[src/rtl/cst_pkg.sv]
// Constants shared by the cold-reset strap capture and debug trace block.
// Assumes one 25 MHz clock; all values here are fixed by the device pin-out.
package cst_pkg;

  // Clock and timing.
  localparam int CST_CLK_PERIOD_NS = 40;
  localparam int CST_SYNC_STAGES = 2;

  // Mode word layout latched at cold reset.
  localparam int CST_MODE_W = 10;
  localparam int CST_MB_MULT_LSB = 0;
  localparam int CST_MB_MULT_MSB = 2;
  localparam int CST_MB_BYTE_ORDER = 3;
  localparam int CST_MB_RSV4 = 4;
  localparam int CST_MB_RSV5 = 5;
  localparam int CST_MB_TIMER_DIS = 6;
  localparam int CST_MB_RSV7 = 7;
  localparam int CST_MB_WIDTH_LSB = 8;
  localparam int CST_MB_WIDTH_MSB = 9;

  // Address strap pins carrying mode and boot settings.
  localparam int CST_ADDR_LSB = 17;
  localparam int CST_ADDR_MSB = 22;
  localparam int CST_ADDR_RSV7 = 17;
  localparam int CST_ADDR_WIDTH_LSB = 18;
  localparam int CST_ADDR_WIDTH_MSB = 19;
  localparam int CST_ADDR_PCI_ROLE = 20;
  localparam int CST_ADDR_BOOT_LSB = 21;
  localparam int CST_ADDR_BOOT_MSB = 22;

  // Strapped levels that reserved mode bits must carry.
  localparam logic CST_RSV4_LEVEL = 1'h0;
  localparam logic CST_RSV5_LEVEL = 1'h0;
  localparam logic CST_RSV7_LEVEL = 1'h1;

  // Clock multiplier codes and resulting ratios.
  localparam logic [2:0] CST_MULT_CODE_X2 = 3'h0;
  localparam logic [2:0] CST_MULT_CODE_X3 = 3'h1;
  localparam logic [2:0] CST_MULT_CODE_X4 = 3'h2;
  localparam logic [2:0] CST_MULT_RATIO_X2 = 3'h2;
  localparam logic [2:0] CST_MULT_RATIO_X3 = 3'h3;
  localparam logic [2:0] CST_MULT_RATIO_X4 = 3'h4;
  localparam logic [2:0] CST_MULT_RATIO_NONE = 3'h0;

  // Boot memory port width codes.
  localparam logic [1:0] CST_WIDTH_8 = 2'h0;
  localparam logic [1:0] CST_WIDTH_16 = 2'h1;
  localparam logic [1:0] CST_WIDTH_32 = 2'h2;
  localparam logic [1:0] CST_WIDTH_RSV = 2'h3;

  // Boot source codes.
  localparam logic [1:0] CST_BOOT_STANDARD = 2'h0;
  localparam logic [1:0] CST_BOOT_PCI = 2'h1;
  localparam logic [1:0] CST_BOOT_RSV = 2'h2;
  localparam logic [1:0] CST_BOOT_TRISTATE = 2'h3;

  // PCI role strap levels.
  localparam logic CST_PCI_SATELLITE = 1'h1;
  localparam logic CST_PCI_HOST = 1'h0;

  // Internal register block base addresses.
  localparam logic [31:0] CST_REG_BASE_DEFAULT = 32'h1800_0000;
  localparam logic [31:0] CST_REG_BASE_RELOC = 32'h1900_0000;

  // Trace status codes.
  localparam logic [2:0] CST_TRACE_STALL_CODE = 3'h7;
  localparam logic [2:0] CST_TRACE_BRANCH_PC_CODE = 3'h6;
  localparam logic [2:0] CST_TRACE_BRANCH_NOPC_CODE = 3'h5;
  localparam logic [2:0] CST_TRACE_EXCEPTION_CODE = 3'h4;
  localparam logic [2:0] CST_TRACE_SEQUENTIAL_CODE = 3'h3;
  localparam logic [2:0] CST_TRACE_AT_STALL_CODE = 3'h2;
  localparam logic [2:0] CST_TRACE_TRIGGER_CODE = 3'h1;
  localparam logic [2:0] CST_TRACE_DEBUG_MODE_CODE = 3'h0;

  // Values after the block reset.
  localparam logic [2:0] CST_TRACE_RESET = 3'h3;
  localparam logic [27:0] CST_BLK_ADDR_RESET = 28'h000_0000;

  // Pin phase sequencer, Gray coded along cold -> latch -> run.
  typedef enum logic [1:0]
  {
    CST_ST_COLD = 2'h0,
    CST_ST_LATCH = 2'h1,
    CST_ST_RUN = 2'h3
  } cst_state_e;

endpackage : cst_pkg

[src/rtl/cst_sync2.sv]
// Two-stage level synchroniser for pins entering the clk domain.
// Assumes each bit is an independent level; multi-bit groups are quasi-static.
`timescale 1ns/1ps
`default_nettype none
module cst_sync2
#(
  parameter int WIDTH = 1
)
(
  input wire logic clk,
  input wire logic [WIDTH-1:0] async_in,
  output logic [WIDTH-1:0] sync_out
);

  logic [WIDTH-1:0] meta_reg;
  logic [WIDTH-1:0] sync_reg;

  // The first stage feeds only the second stage.
  always_ff @(posedge clk)
  begin
    meta_reg <= async_in;
    sync_reg <= meta_reg;
  end

  assign sync_out = sync_reg;

endmodule : cst_sync2
`default_nettype wire

[src/rtl/cst_strap_trace.sv]
// Cold-reset strap capture and debug trace outputs sharing the same pins.
// Assumes core and bus event inputs are on clk; pins and JTAG arrive async.
//
// What this block does
// - Trace status pins encode pipeline state with the eight documented codes.
// - Test mode select is sampled at each rising edge of the test clock.
// - Source pin reads low for DMA, high for CPU, during strobes.
// - Acknowledge debug pin pulses low on every CPU or DMA data acknowledge.
// - Start strobe pulses low at transaction start with block address shown.
// - Instruction pin reads low for data, high for instruction fetch.
// - Byte order bit 3 is latched from instruction pin during cold reset.
// - Mode bits 2:0 pick core clock ratio 2, 3 or 4; others reserved.
// - Mode bit 6 low enables the timer interrupt, high disables it.
// - Mode bits 9:8 pick boot port width 8, 16 or 32 bits.
// - Boot code 11 tri-states memory and EEPROM buses during cold reset.
// - Boot code 01 with satellite role resets on PCI reset, boots over PCI.
// - Boot code 00 boots from the local memory controller.
// - Non-boot mode allows moving register base from 1800_0000 to 1900_0000.
// - Address line 20 strap picks PCI satellite when high, host when low.
// - Satellite PCI boot loads read-only PCI configuration from EEPROM.
// - Straps are captured only by cold reset, never by other resets.
`timescale 1ns/1ps
`default_nettype none
module cst_strap_trace
  import cst_pkg::*;
(
  input wire logic clk,
  input wire logic reset,
  input wire logic cold_reset_n,
  input wire logic pci_reset_n,
  input wire logic jtag_tck,
  input wire logic jtag_tms,
  input wire logic [2:0] pcst_in,
  output logic [2:0] pcst_out,
  output logic [2:0] pcst_oe,
  input wire logic dma_n_in,
  output logic dma_n_out,
  output logic dma_n_oe,
  input wire logic ack_n_in,
  output logic ack_n_out,
  output logic ack_n_oe,
  input wire logic ads_n_in,
  output logic ads_n_out,
  output logic ads_n_oe,
  input wire logic i_d_n_in,
  output logic i_d_n_out,
  output logic i_d_n_oe,
  input wire logic [CST_ADDR_MSB:CST_ADDR_LSB] mem_addr_strap,
  output logic [31:4] blk_addr_out,
  input wire logic core_stall,
  input wire logic core_branch_pc,
  input wire logic core_branch_nopc,
  input wire logic core_exception,
  input wire logic core_trace_at_stall,
  input wire logic core_trace_trigger,
  input wire logic core_debug_mode,
  input wire logic txn_start,
  input wire logic txn_is_dma,
  input wire logic txn_is_ifetch,
  input wire logic [31:4] txn_block_addr,
  input wire logic data_ack,
  input wire logic ack_is_dma,
  input wire logic ack_is_ifetch,
  input wire logic base_relocate,
  output logic tms_sample,
  output logic tms_sample_valid,
  output logic strap_valid,
  output logic [2:0] core_clk_mult,
  output logic clk_mult_reserved,
  output logic byte_order_select,
  output logic timer_irq_disable,
  output logic timer_irq_enable,
  output logic [1:0] boot_port_width,
  output logic boot_width_reserved,
  output logic strap_reserved_error,
  output logic [1:0] boot_source,
  output logic boot_local,
  output logic boot_pci,
  output logic boot_source_reserved,
  output logic pci_satellite,
  output logic pci_cfg_sw_write,
  output logic pci_cfg_from_eeprom,
  output logic mem_bus_tristate,
  output logic eeprom_bus_tristate,
  output logic core_reset,
  output logic [31:0] reg_base_addr
);

  // Pin synchronisers.
  logic cold_n_sync;
  logic pci_reset_n_sync;
  logic [1:0] jtag_sync;
  logic [6:0] dbg_pin_sync;
  logic [CST_ADDR_MSB:CST_ADDR_LSB] addr_sync;

  cst_sync2 #(.WIDTH(2)) u_sync_rst
  (
    .clk(clk),
    .async_in({cold_reset_n, pci_reset_n}),
    .sync_out({cold_n_sync, pci_reset_n_sync})
  );

  cst_sync2 #(.WIDTH(2)) u_sync_jtag
  (
    .clk(clk),
    .async_in({jtag_tck, jtag_tms}),
    .sync_out(jtag_sync)
  );

  cst_sync2 #(.WIDTH(7)) u_sync_dbg
  (
    .clk(clk),
    .async_in({pcst_in, dma_n_in, ack_n_in, ads_n_in, i_d_n_in}),
    .sync_out(dbg_pin_sync)
  );

  cst_sync2 #(.WIDTH(CST_ADDR_MSB - CST_ADDR_LSB + 1)) u_sync_addr
  (
    .clk(clk),
    .async_in(mem_addr_strap),
    .sync_out(addr_sync)
  );

  logic cold_active;
  assign cold_active = ~cold_n_sync;

  // Mode word as currently presented on the shared pins.
  logic [CST_MODE_W-1:0] mode_live;
  // Pin order is dma, ack, ads, i_d, but the mode word puts ads above ack.
  assign mode_live = {addr_sync[CST_ADDR_WIDTH_MSB:CST_ADDR_WIDTH_LSB], addr_sync[CST_ADDR_RSV7],
                      dbg_pin_sync[3], dbg_pin_sync[1], dbg_pin_sync[2], dbg_pin_sync[0],
                      dbg_pin_sync[6:4]};

  // Strap registers. Only cold reset loads them, so a PCI or block reset
  // leaves the boot configuration intact.
  logic [CST_MODE_W-1:0] mode_reg;
  logic [1:0] boot_reg;
  logic pci_role_reg;
  logic strap_valid_reg;

  always_ff @(posedge clk)
  begin
    if (cold_active)
    begin
      mode_reg <= mode_live;
      boot_reg <= addr_sync[CST_ADDR_BOOT_MSB:CST_ADDR_BOOT_LSB];
      pci_role_reg <= addr_sync[CST_ADDR_PCI_ROLE];
    end
  end

  always_ff @(posedge clk)
  begin
    strap_valid_reg <= ~cold_active;
  end

  // Pin phase sequencer; one latch cycle separates capture from driving.
  cst_state_e state_reg;
  cst_state_e state_next;

  always_comb
  begin
    state_next = state_reg;
    case (state_reg)
      CST_ST_COLD: state_next = cold_active ? CST_ST_COLD : CST_ST_LATCH;
      CST_ST_LATCH: state_next = cold_active ? CST_ST_COLD : CST_ST_RUN;
      CST_ST_RUN: state_next = cold_active ? CST_ST_COLD : CST_ST_RUN;
      default: state_next = CST_ST_COLD;
    endcase
  end

  always_ff @(posedge clk)
  begin
    if (reset || cold_active)
      state_reg <= CST_ST_COLD;
    else
      state_reg <= state_next;
  end

  logic drive_en;
  // The sequencer leaves RUN one cycle after cold reset is seen, so the
  // pins are also released directly to avoid fighting the strap resistors.
  assign drive_en = (state_reg == CST_ST_RUN) && !cold_active;

  // Priority order favours the states a probe can least afford to miss.
  function automatic logic [2:0] trace_encode(input logic dbg, input logic exc,
                                              input logic trig, input logic tstall,
                                              input logic stall, input logic bpc,
                                              input logic bnopc);
    logic [2:0] code;
    code = CST_TRACE_SEQUENTIAL_CODE;
    if (dbg)
      code = CST_TRACE_DEBUG_MODE_CODE;
    else if (exc)
      code = CST_TRACE_EXCEPTION_CODE;
    else if (trig)
      code = CST_TRACE_TRIGGER_CODE;
    else if (tstall)
      code = CST_TRACE_AT_STALL_CODE;
    else if (stall)
      code = CST_TRACE_STALL_CODE;
    else if (bpc)
      code = CST_TRACE_BRANCH_PC_CODE;
    else if (bnopc)
      code = CST_TRACE_BRANCH_NOPC_CODE;
    return code;
  endfunction : trace_encode

  logic [2:0] pcst_reg;

  always_ff @(posedge clk)
  begin
    if (reset || !drive_en)
      pcst_reg <= CST_TRACE_RESET;
    else
      pcst_reg <= trace_encode(core_debug_mode, core_exception, core_trace_trigger,
                               core_trace_at_stall, core_stall, core_branch_pc,
                               core_branch_nopc);
  end

  // Transaction attribute strobes. A start in the same cycle as an ack
  // supplies the attributes, since the start carries the new block.
  logic ads_n_reg;
  logic ack_n_reg;
  logic dma_n_reg;
  logic i_d_n_reg;
  logic [27:0] blk_addr_reg;

  always_ff @(posedge clk)
  begin
    if (reset || !drive_en)
    begin
      ads_n_reg <= 1'h1;
      ack_n_reg <= 1'h1;
    end
    else
    begin
      ads_n_reg <= ~txn_start;
      ack_n_reg <= ~data_ack;
    end
  end

  always_ff @(posedge clk)
  begin
    if (reset || !drive_en)
    begin
      dma_n_reg <= 1'h1;
      i_d_n_reg <= 1'h1;
    end
    else if (txn_start)
    begin
      dma_n_reg <= ~txn_is_dma;
      i_d_n_reg <= txn_is_ifetch;
    end
    else if (data_ack)
    begin
      dma_n_reg <= ~ack_is_dma;
      i_d_n_reg <= ack_is_ifetch;
    end
    else
    begin
      dma_n_reg <= 1'h1;
      i_d_n_reg <= 1'h1;
    end
  end

  always_ff @(posedge clk)
  begin
    if (reset)
      blk_addr_reg <= CST_BLK_ADDR_RESET;
    else if (txn_start)
      blk_addr_reg <= txn_block_addr;
  end

  // Test mode select capture. The test clock is oversampled, so its period
  // must exceed two clk periods for no edge to be lost.
  logic tck_prev_reg;
  logic tms_sample_reg;
  logic tms_valid_reg;
  logic tck_rise;
  assign tck_rise = jtag_sync[1] & ~tck_prev_reg;

  always_ff @(posedge clk)
  begin
    if (reset)
    begin
      tck_prev_reg <= 1'h0;
      tms_sample_reg <= 1'h1;
      tms_valid_reg <= 1'h0;
    end
    else
    begin
      tck_prev_reg <= jtag_sync[1];
      tms_valid_reg <= tck_rise;
      if (tck_rise)
        tms_sample_reg <= jtag_sync[0];
    end
  end

  // Register base relocation, permitted only in the non-boot mode.
  logic reloc_reg;

  always_ff @(posedge clk)
  begin
    if (cold_active)
      reloc_reg <= 1'h0;
    else if (base_relocate && boot_reg == CST_BOOT_TRISTATE)
      reloc_reg <= 1'h1;
  end

  // Pin drive.
  assign pcst_out = pcst_reg;
  assign pcst_oe = {3{drive_en}};
  assign dma_n_out = dma_n_reg;
  assign dma_n_oe = drive_en;
  assign ack_n_out = ack_n_reg;
  assign ack_n_oe = drive_en;
  assign ads_n_out = ads_n_reg;
  assign ads_n_oe = drive_en;
  assign i_d_n_out = i_d_n_reg;
  assign i_d_n_oe = drive_en;
  assign blk_addr_out = blk_addr_reg;
  assign tms_sample = tms_sample_reg;
  assign tms_sample_valid = tms_valid_reg;

  // Configuration decode.
  logic [2:0] mult_code;
  assign mult_code = mode_reg[CST_MB_MULT_MSB:CST_MB_MULT_LSB];
  assign strap_valid = strap_valid_reg;
  assign core_clk_mult = (mult_code == CST_MULT_CODE_X2) ? CST_MULT_RATIO_X2 :
                         (mult_code == CST_MULT_CODE_X3) ? CST_MULT_RATIO_X3 :
                         (mult_code == CST_MULT_CODE_X4) ? CST_MULT_RATIO_X4 :
                         CST_MULT_RATIO_NONE;
  assign clk_mult_reserved = (core_clk_mult == CST_MULT_RATIO_NONE);
  assign byte_order_select = mode_reg[CST_MB_BYTE_ORDER];
  assign timer_irq_disable = mode_reg[CST_MB_TIMER_DIS];
  assign timer_irq_enable = ~mode_reg[CST_MB_TIMER_DIS];
  assign boot_port_width = mode_reg[CST_MB_WIDTH_MSB:CST_MB_WIDTH_LSB];
  assign boot_width_reserved = (boot_port_width == CST_WIDTH_RSV);
  assign strap_reserved_error = (mode_reg[CST_MB_RSV4] != CST_RSV4_LEVEL) ||
                                (mode_reg[CST_MB_RSV5] != CST_RSV5_LEVEL) ||
                                (mode_reg[CST_MB_RSV7] != CST_RSV7_LEVEL);
  assign boot_source = boot_reg;
  assign boot_local = (boot_reg == CST_BOOT_STANDARD);
  assign pci_satellite = (pci_role_reg == CST_PCI_SATELLITE);
  assign boot_pci = (boot_reg == CST_BOOT_PCI) && pci_satellite;
  assign boot_source_reserved = (boot_reg == CST_BOOT_RSV);
  assign pci_cfg_sw_write = ~pci_satellite;
  assign pci_cfg_from_eeprom = boot_pci;
  // The live strap is used because the bus must float before capture ends.
  assign mem_bus_tristate = cold_active &&
    (addr_sync[CST_ADDR_BOOT_MSB:CST_ADDR_BOOT_LSB] == CST_BOOT_TRISTATE);
  assign eeprom_bus_tristate = mem_bus_tristate;
  assign core_reset = cold_active || (boot_pci && !pci_reset_n_sync);
  assign reg_base_addr = reloc_reg ? CST_REG_BASE_RELOC : CST_REG_BASE_DEFAULT;
endmodule : cst_strap_trace
`default_nettype wire

[config.mk]
export PLATFORM = sky130hd
export DESIGN_NAME = cst_strap_trace
export DESIGN_NICKNAME = d
export VERILOG_FILES = /design/src/rtl/cst_pkg.sv /design/src/rtl/cst_sync2.sv /design/src/rtl/cst_strap_trace.sv
export SDC_FILE = /design/constraint.sdc
export NUM_CORES = 1
export LEC_CHECK = 0
export BUFFER_PORTS_ARGS = -buffer_cell sky130_fd_sc_hd__buf_2
export CAP_MARGIN = 20
export CORE_ASPECT_RATIO = 1.75
export CORE_MARGIN = 2
export CORE_UTILIZATION = 40
export DETAILED_ROUTE_END_ITERATION = 10
export PLACE_DENSITY_LB_ADDON = 0.08
export SLEW_MARGIN = 25
export SYNTH_ARGS = -nofsm -noshare
export SYNTH_HDL_FRONTEND = slang
export SYNTH_SLANG_ARGS = --single-unit
[constraint.sdc]
create_clock -name clk -period 1.2 [get_ports clk]
set_clock_uncertainty 0.1 [all_clocks]
set_input_delay 0.24 -clock clk [delete_from_list [all_inputs] [get_ports clk]]
set_output_delay 0.24 -clock clk [all_outputs]
set_load 0.05 [all_outputs]
Word level (Yosys, flattened, before mapping)
Index checks and enable logic that the tools add are counted.
Widths: inputs -> output; s select.
- flip-flop bits (word level): 89
- input bits: 61
- output and inout port bits: 99
- word-level logic and storage cells: 79
- equality and inequality tests: 9
- muxes and demuxes: 18
- bitwise gates (word level): 10
- reductions and logical operators: 18
- operators by type and width (operator ; count):
    $mux 3 ; 9
    $mux 25 ; 1
    $eq 2x2->1 const B ; 5
    $not 1->1 ; 9
    $logic_not 3->1 ; 2
    $logic_and 1x1->1 ; 5
    $logic_or 1x1->1 ; 5
    $mux 1 ; 5
    $eq 2x1->1 const B ; 2
    $logic_not 2->1 ; 2
    $mux 2 ; 2
    $pmux 2 s2 ; 1
    $reduce_or 2->1 ; 2
    $eq 3x1->1 const B ; 1
    $eq 3x2->1 const B ; 1
    $logic_not 1->1 ; 2
    $and 1x1->1 ; 1

Logic depth before layout (Yosys ltp)
- word-level depth: 7
- mapped depth: 4
- gate-level depth less buffers: 2

By module
Synthesis repeated with hierarchy kept, for this count alone.
- cells, all modules: 241
- area, all modules: 2947.8 um^2
- by module, submodules not included (module ; instances ; cells each ; area an instance (um^2) ; seq. area each (um^2)):
    cst_strap_trace ; 1 ; 207 ; 2267.2 ; 1231.2
    cst_sync2 (u_sync_dbg) ; 1 ; 14 ; 280.3 ; 280.3
    cst_sync2 (u_sync_addr) ; 1 ; 12 ; 240.2 ; 240.2
    cst_sync2 (u_sync_jtag ...) ; 2 ; 4 ; 80.1 ; 80.1

Worst setup path after synthesis
No wires, ideal clock.
- kind: flip-flop to output port
- from: register mode_reg[2]
- to: output port clk_mult_reserved
- arrival time: 2.186 ns
- required time: 0.860 ns
- slack: -1.326 ns
- cell stages (with the launch flop): 3
- path buffers: 0
- cells stage by stage: edfxtp_1 > nor3b_1 > nor2_1
- longest elaborated chain between the ends: 5
- elaborated cells between the ends (all ways): 7
- classes of those cells: 2 x eq/ne; 3 x mux; 2 x reduce/logical
- ends and longest elaborated chain (element ; RTL line ; RTL):
    from (decl) ; cst_strap_trace.sv:136 ; logic [CST_MODE_W-1:0] mode_reg;
    from (signal assigned) ; cst_strap_trace.sv:145 ; mode_reg <= mode_live;
    $eq 3x2->1 ; cst_strap_trace.sv:331 ; (mult_code == CST_MULT_CODE_X4) ? CST_MULT_RATIO_X4 :
    $mux 3 ; cst_strap_trace.sv:331 ;
    $mux 3 ; cst_strap_trace.sv:330 ; (mult_code == CST_MULT_CODE_X3) ? CST_MULT_RATIO_X3 :
    $mux 3 * ; cst_strap_trace.sv:329 ; assign core_clk_mult = (mult_code == CST_MULT_CODE_X2) ? CST_MULT_RATIO_X2 :
    net core_clk_mult[2] ; cst_strap_trace.sv:68 ; output logic [2:0] core_clk_mult,
    $logic_not 3->1 * ; cst_strap_trace.sv:333 ; assign clk_mult_reserved = (core_clk_mult == CST_MULT_RATIO_NONE);
    to (decl) ; cst_strap_trace.sv:69 ; output logic clk_mult_reserved,
Mark *: on every way through the listed nets, which the timed path passes. The rest lies on a longest branch.

Worst setup path after layout
- from: register boot_reg[1], in the netlist boot_source[1]
- to: output port boot_pci
- longest elaborated chain between the ends: 2
- ends and longest elaborated chain (element ; RTL line ; RTL):
    from (decl) ; cst_strap_trace.sv:137 ; logic [1:0] boot_reg;
    from (signal assigned) ; cst_strap_trace.sv:146 ; boot_reg <= addr_sync[CST_ADDR_BOOT_MSB:CST_ADDR_BOOT_LSB];
    $eq 2x1->1 ; cst_strap_trace.sv:345 ; assign boot_pci = (boot_reg == CST_BOOT_PCI) && pci_satellite;
    $logic_and 1x1->1 ; cst_strap_trace.sv:345 ;
    to (decl) ; cst_strap_trace.sv:78 ; output logic boot_pci,
Every way passes these cells.

==> summary.txt <==
Outcome
  • Status: finished, violations left
  • Failing checks: setup timing

Run
  • Max-cap violations: 0

Place
  • GPL Wtd Cong: 0.6730
  • Post-DP Area: 0.003621 mm²
  • Post-DP HPWL: 4.160 mm
  • I/O Buffers: 128
  • DP Cell Count: 444

Critical path
  • Crit path top cell by count: buf_6
  • Sequence of cells on the critical path: buf_6 > nor2_4 > buf_6
  • Startpoint type of the worst setup path: flip-flop
  • Buffers plus inverters on the worst setup path: 2
  • Required time of the worst setup path: 860 ps
  • Critical path's largest stage delay: 460 ps
  • Setup crit end kind: primary output
  • Register-to-Register Setup Slack: 60 ps
  • Critical path's slowest cell: edfxtp_1
  • Crit path DAT: 1250 ps
  • Maximum fanout along the worst path: 4
  • Critical path class: reg2out
  • Largest delay share family, worst path: flip-flops

Die
  • Die width: 68.90 µm
  • Die area: 0.008100 mm²
  • Initial Util: 0.4105
  • Row count: 41
  • Core Region: 0.007182 mm²
  • DIE HEIGHT: 117.6 µm
  • # IOs: 160

Power and ir drop
  • Pwr per Cell Area: 1563 mW/mm²
  • Power consumption: 7.282 mW
  • Clock share of power: 0.361
  • Leakage: 2.164 nW
  • NetSw: 1.970 mW
  • Flop pwr share: 0.453
  • Combinational power share: 0.186
  • Switch share: 0.2705
  • Internal power: 5.312 mW
  • Worst vdd ir: 915.2 µV

Global routing
  • Largest net degree at the start of global routing: 33
  • GRT overflow: 0
  • Gr usage total: 0.1564
  • Vias in the first global route: 2,018
  • Initial antenna violation count: 0
  • First-pass GRT wire length: 9.321 mm

Clock network
  • Worst-path clk slew: 60 ps
  • Max H-tree Level: 3
  • Clk root buf: clkbuf_16
  • Worst skew pair latency: 320 ps
  • CTS max path bufs: 2
  • Num CTS Buffers: 9
  • TritonCTS clock tree: yes
  • Clock sink count: 89

Detailed routing
  • Post-Route WL: 6.023 mm
  • Drt drc: 0
  • Drt pass-1 iters: 4
  • Via density: 4.346
  • 1st-iter DRT viols: 63
  • WL/cell: 12.50 µm
  • Vias: 2,095
  • Post-DRT Antenna Nets: 0

Synth
  • Share of the synthesized area in the top cell type: 0.5161
  • Syn avg cell area: 12.23 µm²
  • Distinct cell type count after synthesis: 28
  • Synth Instances: 241
  • Synth Cell Area: 0.002948 mm²
  • Seq/Total Area, Yosys: 0.6486
  • Synth area leaders: dfxtp_1, edfxtp_1, buf_4
  • YS warnings: 0
  • Yosys reg bits: 89
  • Cell taking the most area after synthesis: dfxtp_1

Cells and area
  • Largest register FFs: 28
  • Layout cell share with drive strength beyond 1: 0.5051
  • Commonest cells after routing, fill and taps aside: buf_2, buf_6, dfxtp_1, nor2_1, conb_1
  • Nets: 452
  • Most common cell after layout, fill and taps aside: buf_2
  • Fill count: 568
  • Non-filler instance count after layout: 482
  • Final Cell Area: 0.004658 mm²
  • Antenna cell count: 0
  • Layout Area Growth over Synthesis: 58.02%

STA
  • Fin crit share: 1.329
  • F_max: 0.6270 GHz
  • RSZ-0062 raised after global routing: true
  • Final WS setup: -394.8 ps
  • Hold slack: 33.70 ps
  • Final hold vios: 0
  • Setup violators final: 29
  • Min cycle time layout: 1595 ps
  • Max-slew violations: 0

Min path
  • Hold Crit Class: in2reg
-- Yosys cell counts --
master    instances
dfxtp_1          76
buf_4            46
nor2_1           34
mux2i_1          28
edfxtp_1         13
nor2b_1           5
inv_1             4
nand2_1           4
and2_1            3
clkbuf_1          3
nor3b_1           3
and3_1            2
and3b_1           2
conb_1            2
o21ai_0           2
o41ai_1           2
a211o_1           1
a211oi_1          1
a31oi_1           1
and4b_1           1
buf_2             1
nand2b_1          1
nor3_1            1
nor4_1            1
nor4b_1           1
nor4bb_4          1
o21bai_1          1
o31ai_1           1
-- power by group through the flow --
stage	combinational (mW)	sequential, mW	clock [mW]
after global placement	1.10	3.33	0
after detailed placement	1.10	3.33	0
after global routing	1.43	3.32	2.82
after floorplan	0.655	3.59	0
after CTS	1.32	3.29	2.69
final	1.35	3.30	2.63
-- cell families (layout without fill, tap and decap cells) --
family / Yosys count / after routing / share of synthesized area
buffers and inverters: 54 / 180 / 0.1278
AOI/OAI and AO/OA: 9 / 9 / 0.02208
and+or+nand+nor: 59 / 59 / 0.1040
DFF: 89 / 89 / 0.6486
other: 2 / 31 / 0.002548
muxes: 28 / 28 / 0.09508
-- worst register-to-register path, delay by kind of cell, from the launching register on --
family	cells	cell delay, ps
buf+inv	2	250
simple gates	1	250
compound gates	1	60
flops	1	360
-- worst paths after layout --
kind                                    end  cells past startpoint                            from
min reg2reg  u_sync_dbg.sync_out[3]$_DFF_P_                      0  u_sync_dbg.meta_reg[3]$_DFF_P_
min                  pcst_out[2]$_SDFF_PP0_                      2                 core_debug_mode
max reg2reg          pcst_out[1]$_SDFF_PP1_                      4  u_sync_rst.sync_out[1]$_DFF_P_
max                                boot_pci                      3        boot_source[1]$_DFFE_PN_
-- routing by layer --
layer  wire length [µm]  up-vias  share of wire  track usage
met5                  0        -              0            0
met4                 95        0          0.016      0.07353
met3                452        8          0.075      0.05545
met2               3322       89           0.55       0.2686
met1               2153      969           0.36       0.1611
li1                   -     1029              -            -
-- per-stage QoR --
step | worst slack (ps) | util | TNS [ps]
2_1_floorplan | -577.0 | - | -4202
3_3_place_gp | -95.81 | 0.5042 | -557.8
3_5_place_dp | -97.03 | 0.5042 | -658.3
4_1_cts | -391.2 | 0.6336 | -7571
5_1_grt | -457.6 | 0.6486 | -8754
6_report | -394.8 | 0.6486 | -7349
-- repair_timing --
action,in CTS,in global routing
pin swaps,7,6
gates resized for setup,150,40
setup endpoints to repair,68,55
hold buffers,18,0
setup buffers,3,1
hold endpoints to repair,18,0
-- cell type report --
class / count / area [µm²] / area share
clock buffer: 13 / 240.2 / 0.05157
clock inverter: 3 / 42.54 / 0.009132
inverter: 4 / 21.27 / 0.004566
multi-input combinational: 127 / 842.1 / 0.1808
sequential: 89 / 1952 / 0.4190
tap: 86 / 107.6 / 0.02310
timing repair buffer: 160 / 1453 / 0.3118
No activity file was read; power rests on OpenSTA's default activity.
